## config.mk

```make
export PLATFORM = sky130hd
export DESIGN_NAME = ppc_top
export DESIGN_NICKNAME = d
export VERILOG_FILES = /design/src/hw/ppc_pkg.sv /design/src/hw/ppc_sync_if.sv /design/src/hw/ppc_sync.sv /design/src/hw/ppc_top.sv
export SDC_FILE = /design/constraint.sdc
export NUM_CORES = 1
export LEC_CHECK = 0
export ABC_CLOCK_PERIOD_IN_PS = 7400
export BUFFER_PORTS_ARGS = -buffer_cell sky130_fd_sc_hd__buf_4
export CELL_PAD_IN_SITES_DETAIL_PLACEMENT = 2
export CELL_PAD_IN_SITES_GLOBAL_PLACEMENT = 2
export CORE_MARGIN = 2
export CORE_UTILIZATION = 34
export CTS_CLUSTER_SIZE = 8
export DETAILED_ROUTE_END_ITERATION = 7
export PLACE_DENSITY_LB_ADDON = 0.1
export SLEW_MARGIN = 20
export SYNTH_ARGS = -nofsm -noshare
export SYNTH_HDL_FRONTEND = slang
export SYNTH_SLANG_ARGS = --single-unit
```

## constraint.sdc

```tcl
create_clock -name clk_sys_i -period 7.4 [get_ports clk_sys_i]
set_input_delay 0.37 -clock clk_sys_i [delete_from_list [all_inputs] [get_ports clk_sys_i]]
set_output_delay 0.37 -clock clk_sys_i [all_outputs]
set_load 0.01 [all_outputs]
```

## src/hw/ppc_pkg.sv

```systemverilog
// Package: register map, field layout and reset values of the port pin control block
`default_nettype none
package ppc_pkg;
    localparam logic [7:0] PT_PIN_INPUT_IDX  = 8'h01;
    localparam logic [7:0] PT_DIRECTION_IDX  = 8'h02;
    localparam logic [7:0] PT_DATA_IDX       = 8'h00;
    localparam logic [7:0] PS_DRIVE_RED_IDX  = 8'h0b;
    localparam logic [7:0] PS_PULL_EN_IDX    = 8'h0c;
    localparam logic [7:0] PS_DATA_IDX       = 8'h0d;
    localparam logic [7:0] PS_DIRECTION_IDX  = 8'h0e;
    localparam logic [7:0] PS_OPEN_DRAIN_IDX = 8'h0f;
    localparam logic [7:0] PULLUP_CTRL_IDX   = 8'h10;
    localparam logic [7:0] MODE_CTRL_IDX     = 8'h11;
    localparam logic [7:0] PK_DATA_IDX       = 8'h32;
    localparam logic [7:0] PK_DIRECTION_IDX  = 8'h33;
    localparam logic [7:0] PK_PAGE_IDX       = 8'h34;

    localparam int PS_WIDTH         = 4;
    localparam int PK_CS_EMU_BIT    = 7;
    localparam int PK_CS_EXT_BIT    = 6;
    localparam int PK_PAGE_MSB      = 5;
    localparam int PULLUP_CONTROL_REG_PK_PULL_BIT = 7;
    localparam int MODE_EMK_BIT     = 0;
    localparam int MODE_EXP_BIT     = 1;
    localparam int MODE_STR_BIT     = 2;

    localparam logic [7:0] RST_ZERO     = 8'h00;
    localparam logic [7:0] RST_PS_PULL  = 8'h0f;
    localparam logic [7:0] RST_PULLUP_CONTROL_REG     = 8'h80;

    // Quarter of one external bus clock phase, in system clock cycles
    localparam int          CS_GAP_NS     = 1;
    localparam int          CLK_PERIOD_NS = 4;
    localparam logic [1:0]  CS_GAP_CYC    = 2'((CS_GAP_NS + CLK_PERIOD_NS - 1) / CLK_PERIOD_NS);
endpackage
`default_nettype wire

```

## src/hw/ppc_sync_if.sv

```systemverilog
// Interface: raw pin levels in and synchronised levels out
`default_nettype none
interface ppc_sync_if;
    logic [7:0] raw;
    logic [7:0] synced;
    modport src (output raw, input synced);
    modport dst (input raw, output synced);
endinterface
`default_nettype wire

```

## src/hw/ppc_sync.sv

```systemverilog
// Two flip-flop synchroniser for eight pin inputs
`default_nettype none
module ppc_sync (
    input  wire logic  clk_sys_i,
    input  wire logic  reset_i,
    ppc_sync_if.dst    sif
);
    logic [7:0] meta_q;
    logic [7:0] meta_d;
    logic [7:0] sync_q;
    logic [7:0] sync_d;

    always_comb begin
        meta_d = sif.raw;
        sync_d = meta_q;
    end

    always_ff @(posedge clk_sys_i or posedge reset_i) begin
        if (reset_i) begin
            meta_q <= 8'h00;
            sync_q <= 8'h00;
        end else begin
            meta_q <= meta_d;
            sync_q <= sync_d;
        end
    end

    assign sif.synced = sync_q;
endmodule
`default_nettype wire

```

## src/hw/ppc_top.sv

```systemverilog
// Port pin control: port T, port S and paged port with APB register access
// Overview of operation
// - Port T pin-input reads give the present pin levels; writes are ignored.
// - Port T direction bit set makes output, cleared makes input.
// - Enabled output compare forces pin to output; stored direction unchanged.
// - Disabled output compare returns control to the direction bit.
// - Capture path always sees the port T pin level.
// - Reads may lag direction changes by up to three cycles.
// - Port S reduced-drive bit selects reduced drive; ignored for inputs.
// - Port S pull-enable bit enables pull for inputs or open drain; on at reset.
// - Port S pull-enable has no effect on push-pull outputs.
// - Paged port direction 1 is output, 0 is high-impedance input.
// - Paged port reads return pin for inputs, stored data for outputs.
// - With emulation in expanded modes, paged port register leaves the map.
// - Paged port inputs pulled up per one port-wide pull-up bit.
// - Emulation makes bit 7 the emulated memory chip select.
// - Emulation makes bit 6 the external chip select.
// - Chip selects are held high for a quarter cycle after bus clock fall unless stretched.
// - Emulation drives bits 5 to 0 with the expanded page address.
//
// The APB interface to the registers was left to the implementer.
`default_nettype none
module ppc_top
    import ppc_pkg::*;
(
    input  wire logic        clk_sys_i,
    input  wire logic        reset_i,
    input  wire logic        psel_i,
    input  wire logic        penable_i,
    input  wire logic        pwrite_i,
    input  wire logic [11:0] paddr_i,
    input  wire logic [31:0] pwdata_i,
    output logic      [31:0] prdata_o,
    output logic             pready_o,
    output logic             pslverr_o,
    input  wire logic [7:0]  pt_pin_i,
    output logic      [7:0]  pt_pin_o,
    output logic      [7:0]  pt_pin_oe_o,
    input  wire logic [7:0]  pt_compare_en_i,
    input  wire logic [7:0]  pt_compare_val_i,
    output logic      [7:0]  pt_capture_o,
    input  wire logic [3:0]  ps_pin_i,
    output logic      [3:0]  ps_pin_o,
    output logic      [3:0]  ps_pin_oe_o,
    output logic      [3:0]  ps_drive_reduce_o,
    output logic      [3:0]  ps_pull_on_o,
    input  wire logic [7:0]  pk_pin_i,
    output logic      [7:0]  pk_pin_o,
    output logic      [7:0]  pk_pin_oe_o,
    output logic      [7:0]  pk_pullup_on_o,
    input  wire logic        ext_bus_clk_i,
    input  wire logic        ext_emu_access_i,
    input  wire logic        ext_ext_access_i,
    input  wire logic        ext_stretch_i,
    input  wire logic [5:0]  ext_page_i,
    output logic             pk_ext_echo_o
);
    import ppc_pkg::*;

    // Input synchronisers
    ppc_sync_if pt_sif ();
    ppc_sync_if ps_sif ();
    ppc_sync_if pk_sif ();
    ppc_sync_if ctl_sif ();
    assign pt_sif.raw  = pt_pin_i;
    assign ps_sif.raw  = {4'h0, ps_pin_i};
    assign pk_sif.raw  = pk_pin_i;
    assign ctl_sif.raw = {4'h0, ext_stretch_i, ext_ext_access_i, ext_emu_access_i,
                          ext_bus_clk_i};
    ppc_sync u_pt_sync (
        .clk_sys_i (clk_sys_i),
        .reset_i   (reset_i),
        .sif       (pt_sif)
    );

    ppc_sync u_ps_sync (
        .clk_sys_i (clk_sys_i),
        .reset_i   (reset_i),
        .sif       (ps_sif)
    );

    ppc_sync u_pk_sync (
        .clk_sys_i (clk_sys_i),
        .reset_i   (reset_i),
        .sif       (pk_sif)
    );

    ppc_sync u_ctl_sync (
        .clk_sys_i (clk_sys_i),
        .reset_i   (reset_i),
        .sif       (ctl_sif)
    );

    logic [7:0] pt_level;
    logic [3:0] ps_level;
    logic [7:0] pk_level;
    logic       external_bus_clock_s;
    logic       emu_acc_s;
    logic       ext_acc_s;
    logic       stretch_s;
    assign pt_level  = pt_sif.synced;
    assign ps_level  = ps_sif.synced[3:0];
    assign pk_level  = pk_sif.synced;
    assign external_bus_clock_s    = ctl_sif.synced[0];
    assign emu_acc_s = ctl_sif.synced[1];
    assign ext_acc_s = ctl_sif.synced[2];
    assign stretch_s = ctl_sif.synced[3];

    // Register state
    logic [7:0] pt_data_q,  pt_data_d;
    logic [7:0] pt_dir_q,   pt_dir_d;
    logic [7:0] ps_drv_q,   ps_drv_d;
    logic [7:0] ps_pull_q,  ps_pull_d;
    logic [7:0] ps_data_q,  ps_data_d;
    logic [7:0] ps_dir_q,   ps_dir_d;
    logic [7:0] ps_od_q,    ps_od_d;
    logic [7:0] pullup_control_reg_q,     pullup_control_reg_d;
    logic [7:0] mode_q,     mode_d;
    logic [7:0] pk_data_q,  pk_data_d;
    logic [7:0] pk_dir_q,   pk_dir_d;
    logic [31:0] prdata_q,  prdata_d;
    logic        pready_q,  pready_d;
    logic        pslverr_q, pslverr_d;
    logic        echo_q,    echo_d;

    logic       emulate_expansion_enable;
    logic       pk_unmapped;
    logic       acc_setup;
    logic       wr_en;
    logic [9:0] idx;
    logic       aligned;
    logic       hit;
    logic [7:0] rd_byte;
    logic [7:0] pt_dir_eff;

    assign emulate_expansion_enable         = mode_q[MODE_EMK_BIT];
    assign pk_unmapped = emulate_expansion_enable && mode_q[MODE_EXP_BIT];
    assign idx         = paddr_i[11:2];
    assign aligned     = (paddr_i[1:0] == 2'b00);
    assign acc_setup   = psel_i && !penable_i;
    assign wr_en       = psel_i && penable_i && pready_q && pwrite_i && hit && !pslverr_q;
    assign pt_dir_eff  = pt_dir_q | pt_compare_en_i;

    // Address decode and read mux
    always_comb begin
        hit     = 1'b1;
        rd_byte = 8'h00;
        case (idx)
            10'(PT_DATA_IDX):      rd_byte = (pt_dir_eff & pt_data_q) | (~pt_dir_eff & pt_level);
            10'(PT_PIN_INPUT_IDX): rd_byte = pt_level;
            10'(PT_DIRECTION_IDX): rd_byte = pt_dir_q;
            10'(PS_DRIVE_RED_IDX): rd_byte = {4'h0, ps_drv_q[3:0]};
            10'(PS_PULL_EN_IDX):   rd_byte = {4'h0, ps_pull_q[3:0]};
            10'(PS_DATA_IDX):      rd_byte = {4'h0, (ps_dir_q[3:0] & ps_data_q[3:0])
                                                  | (~ps_dir_q[3:0] & ps_level)};
            10'(PS_DIRECTION_IDX): rd_byte = {4'h0, ps_dir_q[3:0]};
            10'(PS_OPEN_DRAIN_IDX):rd_byte = {4'h0, ps_od_q[3:0]};
            10'(PULLUP_CTRL_IDX):  rd_byte = pullup_control_reg_q;
            10'(MODE_CTRL_IDX):    rd_byte = {5'h00, mode_q[2:0]};
            10'(PK_DATA_IDX): begin
                hit     = !pk_unmapped;
                rd_byte = (pk_dir_q & pk_data_q) | (~pk_dir_q & pk_level);
            end
            10'(PK_DIRECTION_IDX): rd_byte = pk_dir_q;
            default:               hit = 1'b0;
        endcase
        if (!aligned) begin
            hit = 1'b0;
        end
    end

    // APB slave: one wait state, answer in the second access cycle
    always_comb begin
        pready_d  = 1'b0;
        pslverr_d = 1'b0;
        prdata_d  = prdata_q;
        echo_d    = 1'b0;
        if (psel_i && penable_i && !pready_q) begin
            pready_d  = 1'b1;
            pslverr_d = !hit;
            prdata_d  = (hit && !pwrite_i) ? {24'h000000, rd_byte} : 32'h00000000;
            echo_d    = pk_unmapped && (idx == 10'(PK_DATA_IDX));
        end else if (acc_setup) begin
            prdata_d = 32'h00000000;
        end
    end

    // Register writes take effect at the completing edge
    always_comb begin
        pt_data_d = pt_data_q;
        pt_dir_d  = pt_dir_q;
        ps_drv_d  = ps_drv_q;
        ps_pull_d = ps_pull_q;
        ps_data_d = ps_data_q;
        ps_dir_d  = ps_dir_q;
        ps_od_d   = ps_od_q;
        pullup_control_reg_d    = pullup_control_reg_q;
        mode_d    = mode_q;
        pk_data_d = pk_data_q;
        pk_dir_d  = pk_dir_q;
        if (wr_en) begin
            case (idx)
                10'(PT_DATA_IDX):       pt_data_d = pwdata_i[7:0];
                10'(PT_DIRECTION_IDX):  pt_dir_d  = pwdata_i[7:0];
                10'(PS_DRIVE_RED_IDX):  ps_drv_d  = {4'h0, pwdata_i[3:0]};
                10'(PS_PULL_EN_IDX):    ps_pull_d = {4'h0, pwdata_i[3:0]};
                10'(PS_DATA_IDX):       ps_data_d = {4'h0, pwdata_i[3:0]};
                10'(PS_DIRECTION_IDX):  ps_dir_d  = {4'h0, pwdata_i[3:0]};
                10'(PS_OPEN_DRAIN_IDX): ps_od_d   = {4'h0, pwdata_i[3:0]};
                10'(PULLUP_CTRL_IDX):   pullup_control_reg_d    = pwdata_i[7:0];
                10'(MODE_CTRL_IDX):     mode_d    = {5'h00, pwdata_i[2:0]};
                10'(PK_DATA_IDX):       pk_data_d = pwdata_i[7:0];
                10'(PK_DIRECTION_IDX):  pk_dir_d  = pwdata_i[7:0];
                default:                pt_data_d = pt_data_q;
            endcase
        end
    end

    // Chip select gap after each falling bus clock edge when not stretched
    logic       external_bus_clock_q,   external_bus_clock_d;
    logic [1:0] gap_q,    gap_d;
    always_comb begin
        external_bus_clock_d = external_bus_clock_s;
        gap_d  = (gap_q != 2'd0) ? gap_q - 2'd1 : 2'd0;
        if (external_bus_clock_q && !external_bus_clock_s && !stretch_s) begin
            gap_d = CS_GAP_CYC;
        end
    end

    // Pin drive
    logic [7:0] pt_out_d,  pt_out_q;
    logic [7:0] pt_oe_d,   pt_oe_q;
    logic [7:0] pt_cap_d,  pt_cap_q;
    logic [3:0] ps_out_d,  ps_out_q;
    logic [3:0] ps_oe_d,   ps_oe_q;
    logic [3:0] ps_rd_d,   ps_rd_q;
    logic [3:0] ps_pu_d,   ps_pu_q;
    logic [7:0] pk_out_d,  pk_out_q;
    logic [7:0] pk_oe_d,   pk_oe_q;
    logic [7:0] pk_pu_d,   pk_pu_q;
    always_comb begin
        // Port T: an enabled compare takes over the pin
        pt_oe_d  = pt_dir_eff;
        pt_out_d = (pt_compare_en_i & pt_compare_val_i) | (~pt_compare_en_i & pt_data_q);
        pt_cap_d = pt_level;
        // Port S: open drain releases the pin instead of driving high
        ps_out_d = ps_data_q[3:0] & ~ps_od_q[3:0];
        ps_oe_d  = ps_dir_q[3:0] & ~(ps_od_q[3:0] & ps_data_q[3:0]);
        ps_rd_d  = ps_drv_q[3:0] & ps_oe_d;
        ps_pu_d  = ps_pull_q[3:0] & (~ps_dir_q[3:0] | ps_od_q[3:0]);
        // Paged port as general-purpose I/O
        pk_out_d = pk_data_q;
        pk_oe_d  = pk_dir_q;
        pk_pu_d  = ~pk_dir_q & {8{pullup_control_reg_q[PULLUP_CONTROL_REG_PK_PULL_BIT]}};
        // Emulation: chip selects and page address
        if (emulate_expansion_enable) begin
            pk_oe_d  = 8'hff;
            pk_pu_d  = 8'h00;
            pk_out_d[PK_CS_EMU_BIT] = !emu_acc_s || (gap_q != 2'd0);
            pk_out_d[PK_CS_EXT_BIT] = !(ext_acc_s && !emu_acc_s)
                                      || (gap_q != 2'd0);
            pk_out_d[PK_PAGE_MSB:0] = ext_page_i;
        end
    end

    // State registers
    always_ff @(posedge clk_sys_i or posedge reset_i) begin
        if (reset_i) begin
            pt_data_q <= RST_ZERO;
            pt_dir_q  <= RST_ZERO;
            ps_drv_q  <= RST_ZERO;
            ps_pull_q <= RST_PS_PULL;
            ps_data_q <= RST_ZERO;
            ps_dir_q  <= RST_ZERO;
            ps_od_q   <= RST_ZERO;
            pullup_control_reg_q    <= RST_PULLUP_CONTROL_REG;
            mode_q    <= RST_ZERO;
            pk_data_q <= RST_ZERO;
            pk_dir_q  <= RST_ZERO;
            prdata_q  <= 32'h00000000;
            pready_q  <= 1'b0;
            pslverr_q <= 1'b0;
            echo_q    <= 1'b0;
            external_bus_clock_q    <= 1'b0;
            gap_q     <= 2'd0;
            pt_out_q  <= 8'h00;
            pt_oe_q   <= 8'h00;
            pt_cap_q  <= 8'h00;
            ps_out_q  <= 4'h0;
            ps_oe_q   <= 4'h0;
            ps_rd_q   <= 4'h0;
            ps_pu_q   <= 4'hf;
            pk_out_q  <= 8'h00;
            pk_oe_q   <= 8'h00;
            pk_pu_q   <= 8'hff;
        end else begin
            pt_data_q <= pt_data_d;
            pt_dir_q  <= pt_dir_d;
            ps_drv_q  <= ps_drv_d;
            ps_pull_q <= ps_pull_d;
            ps_data_q <= ps_data_d;
            ps_dir_q  <= ps_dir_d;
            ps_od_q   <= ps_od_d;
            pullup_control_reg_q    <= pullup_control_reg_d;
            mode_q    <= mode_d;
            pk_data_q <= pk_data_d;
            pk_dir_q  <= pk_dir_d;
            prdata_q  <= prdata_d;
            pready_q  <= pready_d;
            pslverr_q <= pslverr_d;
            echo_q    <= echo_d;
            external_bus_clock_q    <= external_bus_clock_d;
            gap_q     <= gap_d;
            pt_out_q  <= pt_out_d;
            pt_oe_q   <= pt_oe_d;
            pt_cap_q  <= pt_cap_d;
            ps_out_q  <= ps_out_d;
            ps_oe_q   <= ps_oe_d;
            ps_rd_q   <= ps_rd_d;
            ps_pu_q   <= ps_pu_d;
            pk_out_q  <= pk_out_d;
            pk_oe_q   <= pk_oe_d;
            pk_pu_q   <= pk_pu_d;
        end
    end

    // Outputs straight from the registers
    assign prdata_o          = prdata_q;
    assign pready_o          = pready_q;
    assign pslverr_o         = pslverr_q;
    assign pk_ext_echo_o     = echo_q;
    assign pt_pin_o          = pt_out_q;
    assign pt_pin_oe_o       = pt_oe_q;
    assign pt_capture_o      = pt_cap_q;
    assign ps_pin_o          = ps_out_q;
    assign ps_pin_oe_o       = ps_oe_q;
    assign ps_drive_reduce_o = ps_rd_q;
    assign ps_pull_on_o      = ps_pu_q;
    assign pk_pin_o          = pk_out_q;
    assign pk_pin_oe_o       = pk_oe_q;
    assign pk_pullup_on_o    = pk_pu_q;
endmodule
`default_nettype wire
```

==> results of run 1 <==
## worst min-delay path by stage
stage / slack [ns] / endpoint / cells after the start / startpoint
after floorplan: 0.33 / u_ctl_sync.sif.synced[0] / 0 / u_ctl_sync.meta_q[0]
final: 0.03 / u_ctl_sync.meta_q[0] / 1 / ext_bus_clk_i
after CTS: 0.01 / u_ctl_sync.meta_q[1] / 1 / ext_emu_access_i
after global placement: 0.33 / u_ctl_sync.sif.synced[0] / 0 / u_ctl_sync.meta_q[0]
after detailed placement: 0.34 / u_ctl_sync.sif.synced[2] / 0 / u_ctl_sync.meta_q[2]
after global routing: 0.008 / u_ctl_sync.meta_q[0] / 1 / ext_bus_clk_i
## worst max-delay path, stage by stage
cell,delay [ns]
buf_4,0.13
nor4_2,0.70
nand2_2,0.39
nor3_2,0.87
mux2_2,0.42
## kinds of logic after synthesis
family,after synthesis,synth area share [%]
flops,189,64.3
simple gates,142,10.0
mux,89,13.9
compound gates,80,7.08
buf+inv,64,4.56
other cells,1,0.0508
## metrics by stage
stage,cell area (µm²),power [mW]
after floorplan,7470,1.14
after global placement,8660,1.20
after detailed placement,8660,1.20
after CTS,9280,2.15
after global routing,9280,2.20
final,9280,2.12
## routing by layer
layer	share of wire (%)	track usage, %	up-vias
met5	0	0	-
met4	2.0	5.89	0
met3	5.4	5.06	35
met2	49	31.6	142
met1	44	25.5	2608
li1	-	-	2216
## Yosys cell counts, types with 4 or more instances
cell type / number / area, µm²
buf_4: 24 / 180
mux2_4: 4 / 60.1
mux2i_1: 8 / 80.1
a22oi_1: 4 / 30.0
dfstp_2: 17 / 447
or3_1: 6 / 37.5
buf_2: 5 / 25.0
a32oi_1: 7 / 61.3
nor3_1: 10 / 50.1
inv_1: 19 / 71.3
and2_1: 9 / 56.3
or2_2: 12 / 75.1
nor2_1: 44 / 165
o21ai_0: 20 / 100
a21oi_1: 15 / 75.1
a21boi_0: 8 / 60.1
a31oi_1: 6 / 37.5
o211ai_1: 5 / 37.5
mux2_2: 75 / 845
nand2_1: 25 / 93.8
clkbuf_1: 12 / 45.0
nor2b_1: 7 / 43.8
dfrtp_1: 172 / 4300
nand3_1: 7 / 35.0
## area by class of cell
type,instances,area (µm²),share of cell area [%]
multi-input combinational,335,2380,25.7
clock buffer,17,425,4.59
timing repair buffer,146,1100,11.8
inverter,20,82.6,0.890
sequential,189,4750,51.2
tap,275,344,3.71
clock inverter,15,193,2.08
## report_power, final
| part | internal, mW | switching (mW) | leakage, nW |
|---|---|---|---|
| clock | 0.489 | 0.450 | 0.301 |
| combinational | 0.0458 | 0.0725 | 1.73 |
| sequential | 1.05 | 0.00891 | 2.42 |
==> flow_metrics.tcl, run 1 <==
set metrics [dict create \
    clk_pin_slew_ns 0.08 \
    cts_sinks 189 \
    setup-violations-final 0 \
    placed_cells 965 \
    fp.dieW_um 151 \
    hpwl_um 14600 \
    wl_per_cell_um 21.0 \
    dieArea_um2 22900 \
    cts_tree "done" \
    finalWirelength_um 20900 \
    numCtsBuffers 17 \
    final_util_pct 43.8 \
    synth_top_flop_cell "dfrtp_1" \
    final_cell_mix "172 x dfrtp_1, 146 x buf_4, 75 x mux2_2" \
    cts_max_level 4 \
    setup_ws_ns 4.82 \
    clkLatencyLatePin_ns 0.44 \
    path_class "input port to flip-flop" \
    io_pins 194 \
    avgSynthCellArea_um2 13.1 \
    cts_resized 0 \
    min_period_ns 2.58 \
    post-cts-setup-buffers 0 \
    postRouteAntennaNets 0 \
    cp-start-kind "input port" \
    synth_cell_type_count 52 \
    core-area_um2 21200 \
    tns_ns 0 \
    worstPathArrival_ns 2.90 \
    yosysSeqAreaShare_pct 64.3 \
    fin_cells 997 \
    fin_crit_sh_pct 34.8 \
    power.density_cell_area_nw_per_um2 229 \
    worstReg2RegEnd "ps_data_q[2]" \
    r2r_cells 6 \
    cp_max_fo 10 \
    hold_viol 0 \
    startpoint "paddr_i[11]" \
    grt_pass1_wl_um 33000 \
    reg2reg_slack_ns 4.86 \
    mostFrequentLayoutCell "dfrtp_1" \
    maxSlewHeadroom_pct 30.9 \
    grt_use_total_pct 19.4 \
    gp_congestion 0.817 \
    power_leakage_nw 4.45 \
    clockBufferDepth 2 \
    initial_utilization_pct 34.9 \
    status "finished clean" \
    syn_inst 565 \
    ys.warnings.count 0 \
    diodes 0 \
    hold_path.class "input port to flip-flop" \
    vias 5001 \
    ir_drop_v 0.000133 \
    yosys_register_bits 189 \
    r2r_start "pready_o" \
    slew_violations 0 \
    final_net_count 804 \
    cts_hold_buf 0 \
    area_growth_pct 25.6 \
    synth_area_um2 7380 \
    dp_slack_ns 4.29 \
    endpoint "pt_dir_q[6]" \
    fin_skew_ns 0.00953 \
    grt_max_degree 118 \
    whs_ns 0.0300 \
    cp.required_ns 7.72 \
    drive_gt1_share_pct 41.4 \
    num_rows 53 \
    async_flop_share_pct 100 \
    port-buffer-count 145 \
    max_freq_mhz 388 \
    grt_setup_unrepaired "false" \
    grt_pass1_vias 5604 \
    cap_violations 0 \
    drt_iter0_markers 143 \
    antenna_found_initial 0 \
    synth-edff-count 0 \
    die_y_um 151 \
    vias_per_cell 5.02 \
    fillCellCount 2114 \
    worstMarginPinSlew_ns 1.03 \
    dr.pass1.iters 4 \
    endpoint_kind "flip-flop" \
    cts_root_buffer "clkbuf_16" \
    grt_overflow 0 \
    drc 0 \
]
No activity file was read; power rests on OpenSTA's default activity.
==> run 2, diff against run 1 <==
- ABC_CLOCK_PERIOD_IN_PS: 7400 -> 2590
- clock period: 7.4 -> 2.59 ns (I/O delays scaled with it)
==> flow_metrics.tcl, run 2 (synthesis results as in run 1) <==
set metrics [dict create \
    status "finished clean" \
    initial_utilization_pct 34.9 \
    ir_drop_v 0.000373 \
    cp.required_ns 2.91 \
    cp_max_fo 4 \
    cap_violations 0 \
    mostFrequentLayoutCell "dfrtp_1" \
    numCtsBuffers 17 \
    dp_slack_ns 0.324 \
    hold_path.class "input port to flip-flop" \
    path_class "flip-flop to flip-flop" \
    grt_pass1_wl_um 34900 \
    antenna_found_initial 0 \
    dieArea_um2 22900 \
    setup_ws_ns 0.178 \
    hold_viol 0 \
    diodes 0 \
    cts_sinks 189 \
    endpoint_kind "flip-flop" \
    whs_ns 0.0517 \
    grt_pass1_vias 6019 \
    cp-start-kind "flip-flop" \
    cp.buffers_inverters 0 \
    clk_pin_slew_ns 0.08 \
    grt_max_degree 111 \
    io_pins 194 \
    cts_root_buffer "clkbuf_16" \
    cp_cell_sequence "nand2_1 > nor3_1 > nand4b_1 > or4_4 > nor3_2 > mux2_2" \
    drive_gt1_share_pct 40.2 \
    fin_total_pwr_mw 6.19 \
    clkLatencyLatePin_ns 0.44 \
    vias 5245 \
    critPathMaxStageDelay_ns 0.52 \
    die_y_um 151 \
    fin_cells 1072 \
    worstPathArrival_ns 2.73 \
    clockBufferDepth 2 \
    num_rows 53 \
    wl_per_cell_um 20.9 \
    power.density_cell_area_nw_per_um2 619 \
    setup-violations-final 0 \
    cts_resized 0 \
    core-area_um2 21200 \
    post-cts-setup-buffers 0 \
    fp.dieW_um 151 \
    grt_overflow 0 \
    cts_max_level 4 \
    cts_tree "done" \
    area_growth_pct 35.4 \
    max_freq_mhz 415 \
    fin_skew_ns 0.0126 \
    min_period_ns 2.41 \
    dr.pass1.iters 4 \
    hpwl_um 15300 \
    grt_setup_unrepaired "false" \
    drc 0 \
    power_leakage_nw 4.77 \
    final_net_count 879 \
    slew_violations 0 \
    port-buffer-count 145 \
    worstMarginPinSlew_ns 0.695 \
    grt_use_total_pct 20.6 \
    tns_ns 0 \
    postRouteAntennaNets 0 \
    critPathTopFamily "simple AND/OR/NAND/NOR gates" \
    placed_cells 986 \
    final_cell_mix "172 x dfrtp_1, 165 x buf_4, 75 x mux2_2" \
    gp_congestion 0.943 \
    fin_crit_sh_pct 93.1 \
    maxSlewHeadroom_pct 53.3 \
    finalWirelength_um 22400 \
    drt_iter0_markers 180 \
    cp_slowest_cell "or4_4" \
    vias_per_cell 4.89 \
]
run 2: cell types whose count changed in the layout (fill, tap and decap cells not counted):
cell / previous run / this run
clkinv_8: 4 / 5
dlygate4sd3_1: 0 / 54
inv_8: 5 / 3
buf_4: 146 / 165
clkinv_4: 3 / 0
buf_12: 0 / 2
clkinvlp_4: 0 / 3
inv_6: 3 / 4
run 2: timing repair:
item / in CTS / in global routing
hold buffers: 54 / 0
setup endpoints to repair: 0 / 0
endpoints found under the hold margin: 83 / 0
run 2: final cells by class:
| cell class | count | area (µm²) |
|---|---|---|
| clock buffers | 17 | 425 |
| clock inverters | 15 | 195 |
| fillers | 2081 | 11200 |
| inverters | 20 | 78.8 |
| multi-input cells | 335 | 2380 |
| flip-flops and latches | 189 | 4750 |
| well taps | 275 | 344 |
| repair buffers | 221 | 1820 |
run 2: per-stage QoR:
| step | utilization [%] | instance area [µm²] |
|---|---|---|
| CTS | 47.3 | 10000 |
| global placement | 41.8 | 8840 |
| finish | 47.3 | 10000 |
| floorplan | - | 7470 |
| global route | 47.3 | 10000 |
| detailed placement | 41.8 | 8840 |
run 2: path summary, 6_finish.rpt:
kind                            cells after the start                 from  slack [ns]                       to
max in group asynchronous                           4              reset_i        1.38             pk_data_q[0]
min in group asynchronous                           3              reset_i        0.26              pt_pin_o[0]
worst min-delay path                                2          pwdata_i[3]        0.05             pk_data_q[3]
worst max register to register                      6             pready_o        0.18             ps_data_q[1]
worst min register to register                      0  u_pt_sync.meta_q[3]        0.35  u_pt_sync.sif.synced[3]
worst max-delay path                                6             pready_o        0.18             ps_data_q[1]
run 2: where the power goes:
group	switching, mW	total, mW	internal, mW	leakage (nW)
clock network	1.34	2.74	1.40	0.295
registers	0.0237	3.03	3.01	2.42
logic	0.230	0.424	0.194	2.06
run 2: worst reg2reg max path: stages, from the launching register on:
cell and delay (ns):
dfrtp_1 0.38, nand2_1 0.09, nor3_1 0.17, nand4b_1 0.27, or4_4 0.53, nor3_2 0.45, mux2_2 0.41
run 2: per-layer routing:
metal  up-vias  wire length, µm  part of all wire, %  GRT usage, %
li1       2359                -                    -             -
met1      2727             9480                   42          25.9
met2       139            11700                   52          36.5
met3        20             1030                  4.6          4.40
met4         0              230                  1.0          4.63
met5         -                0                    0             0
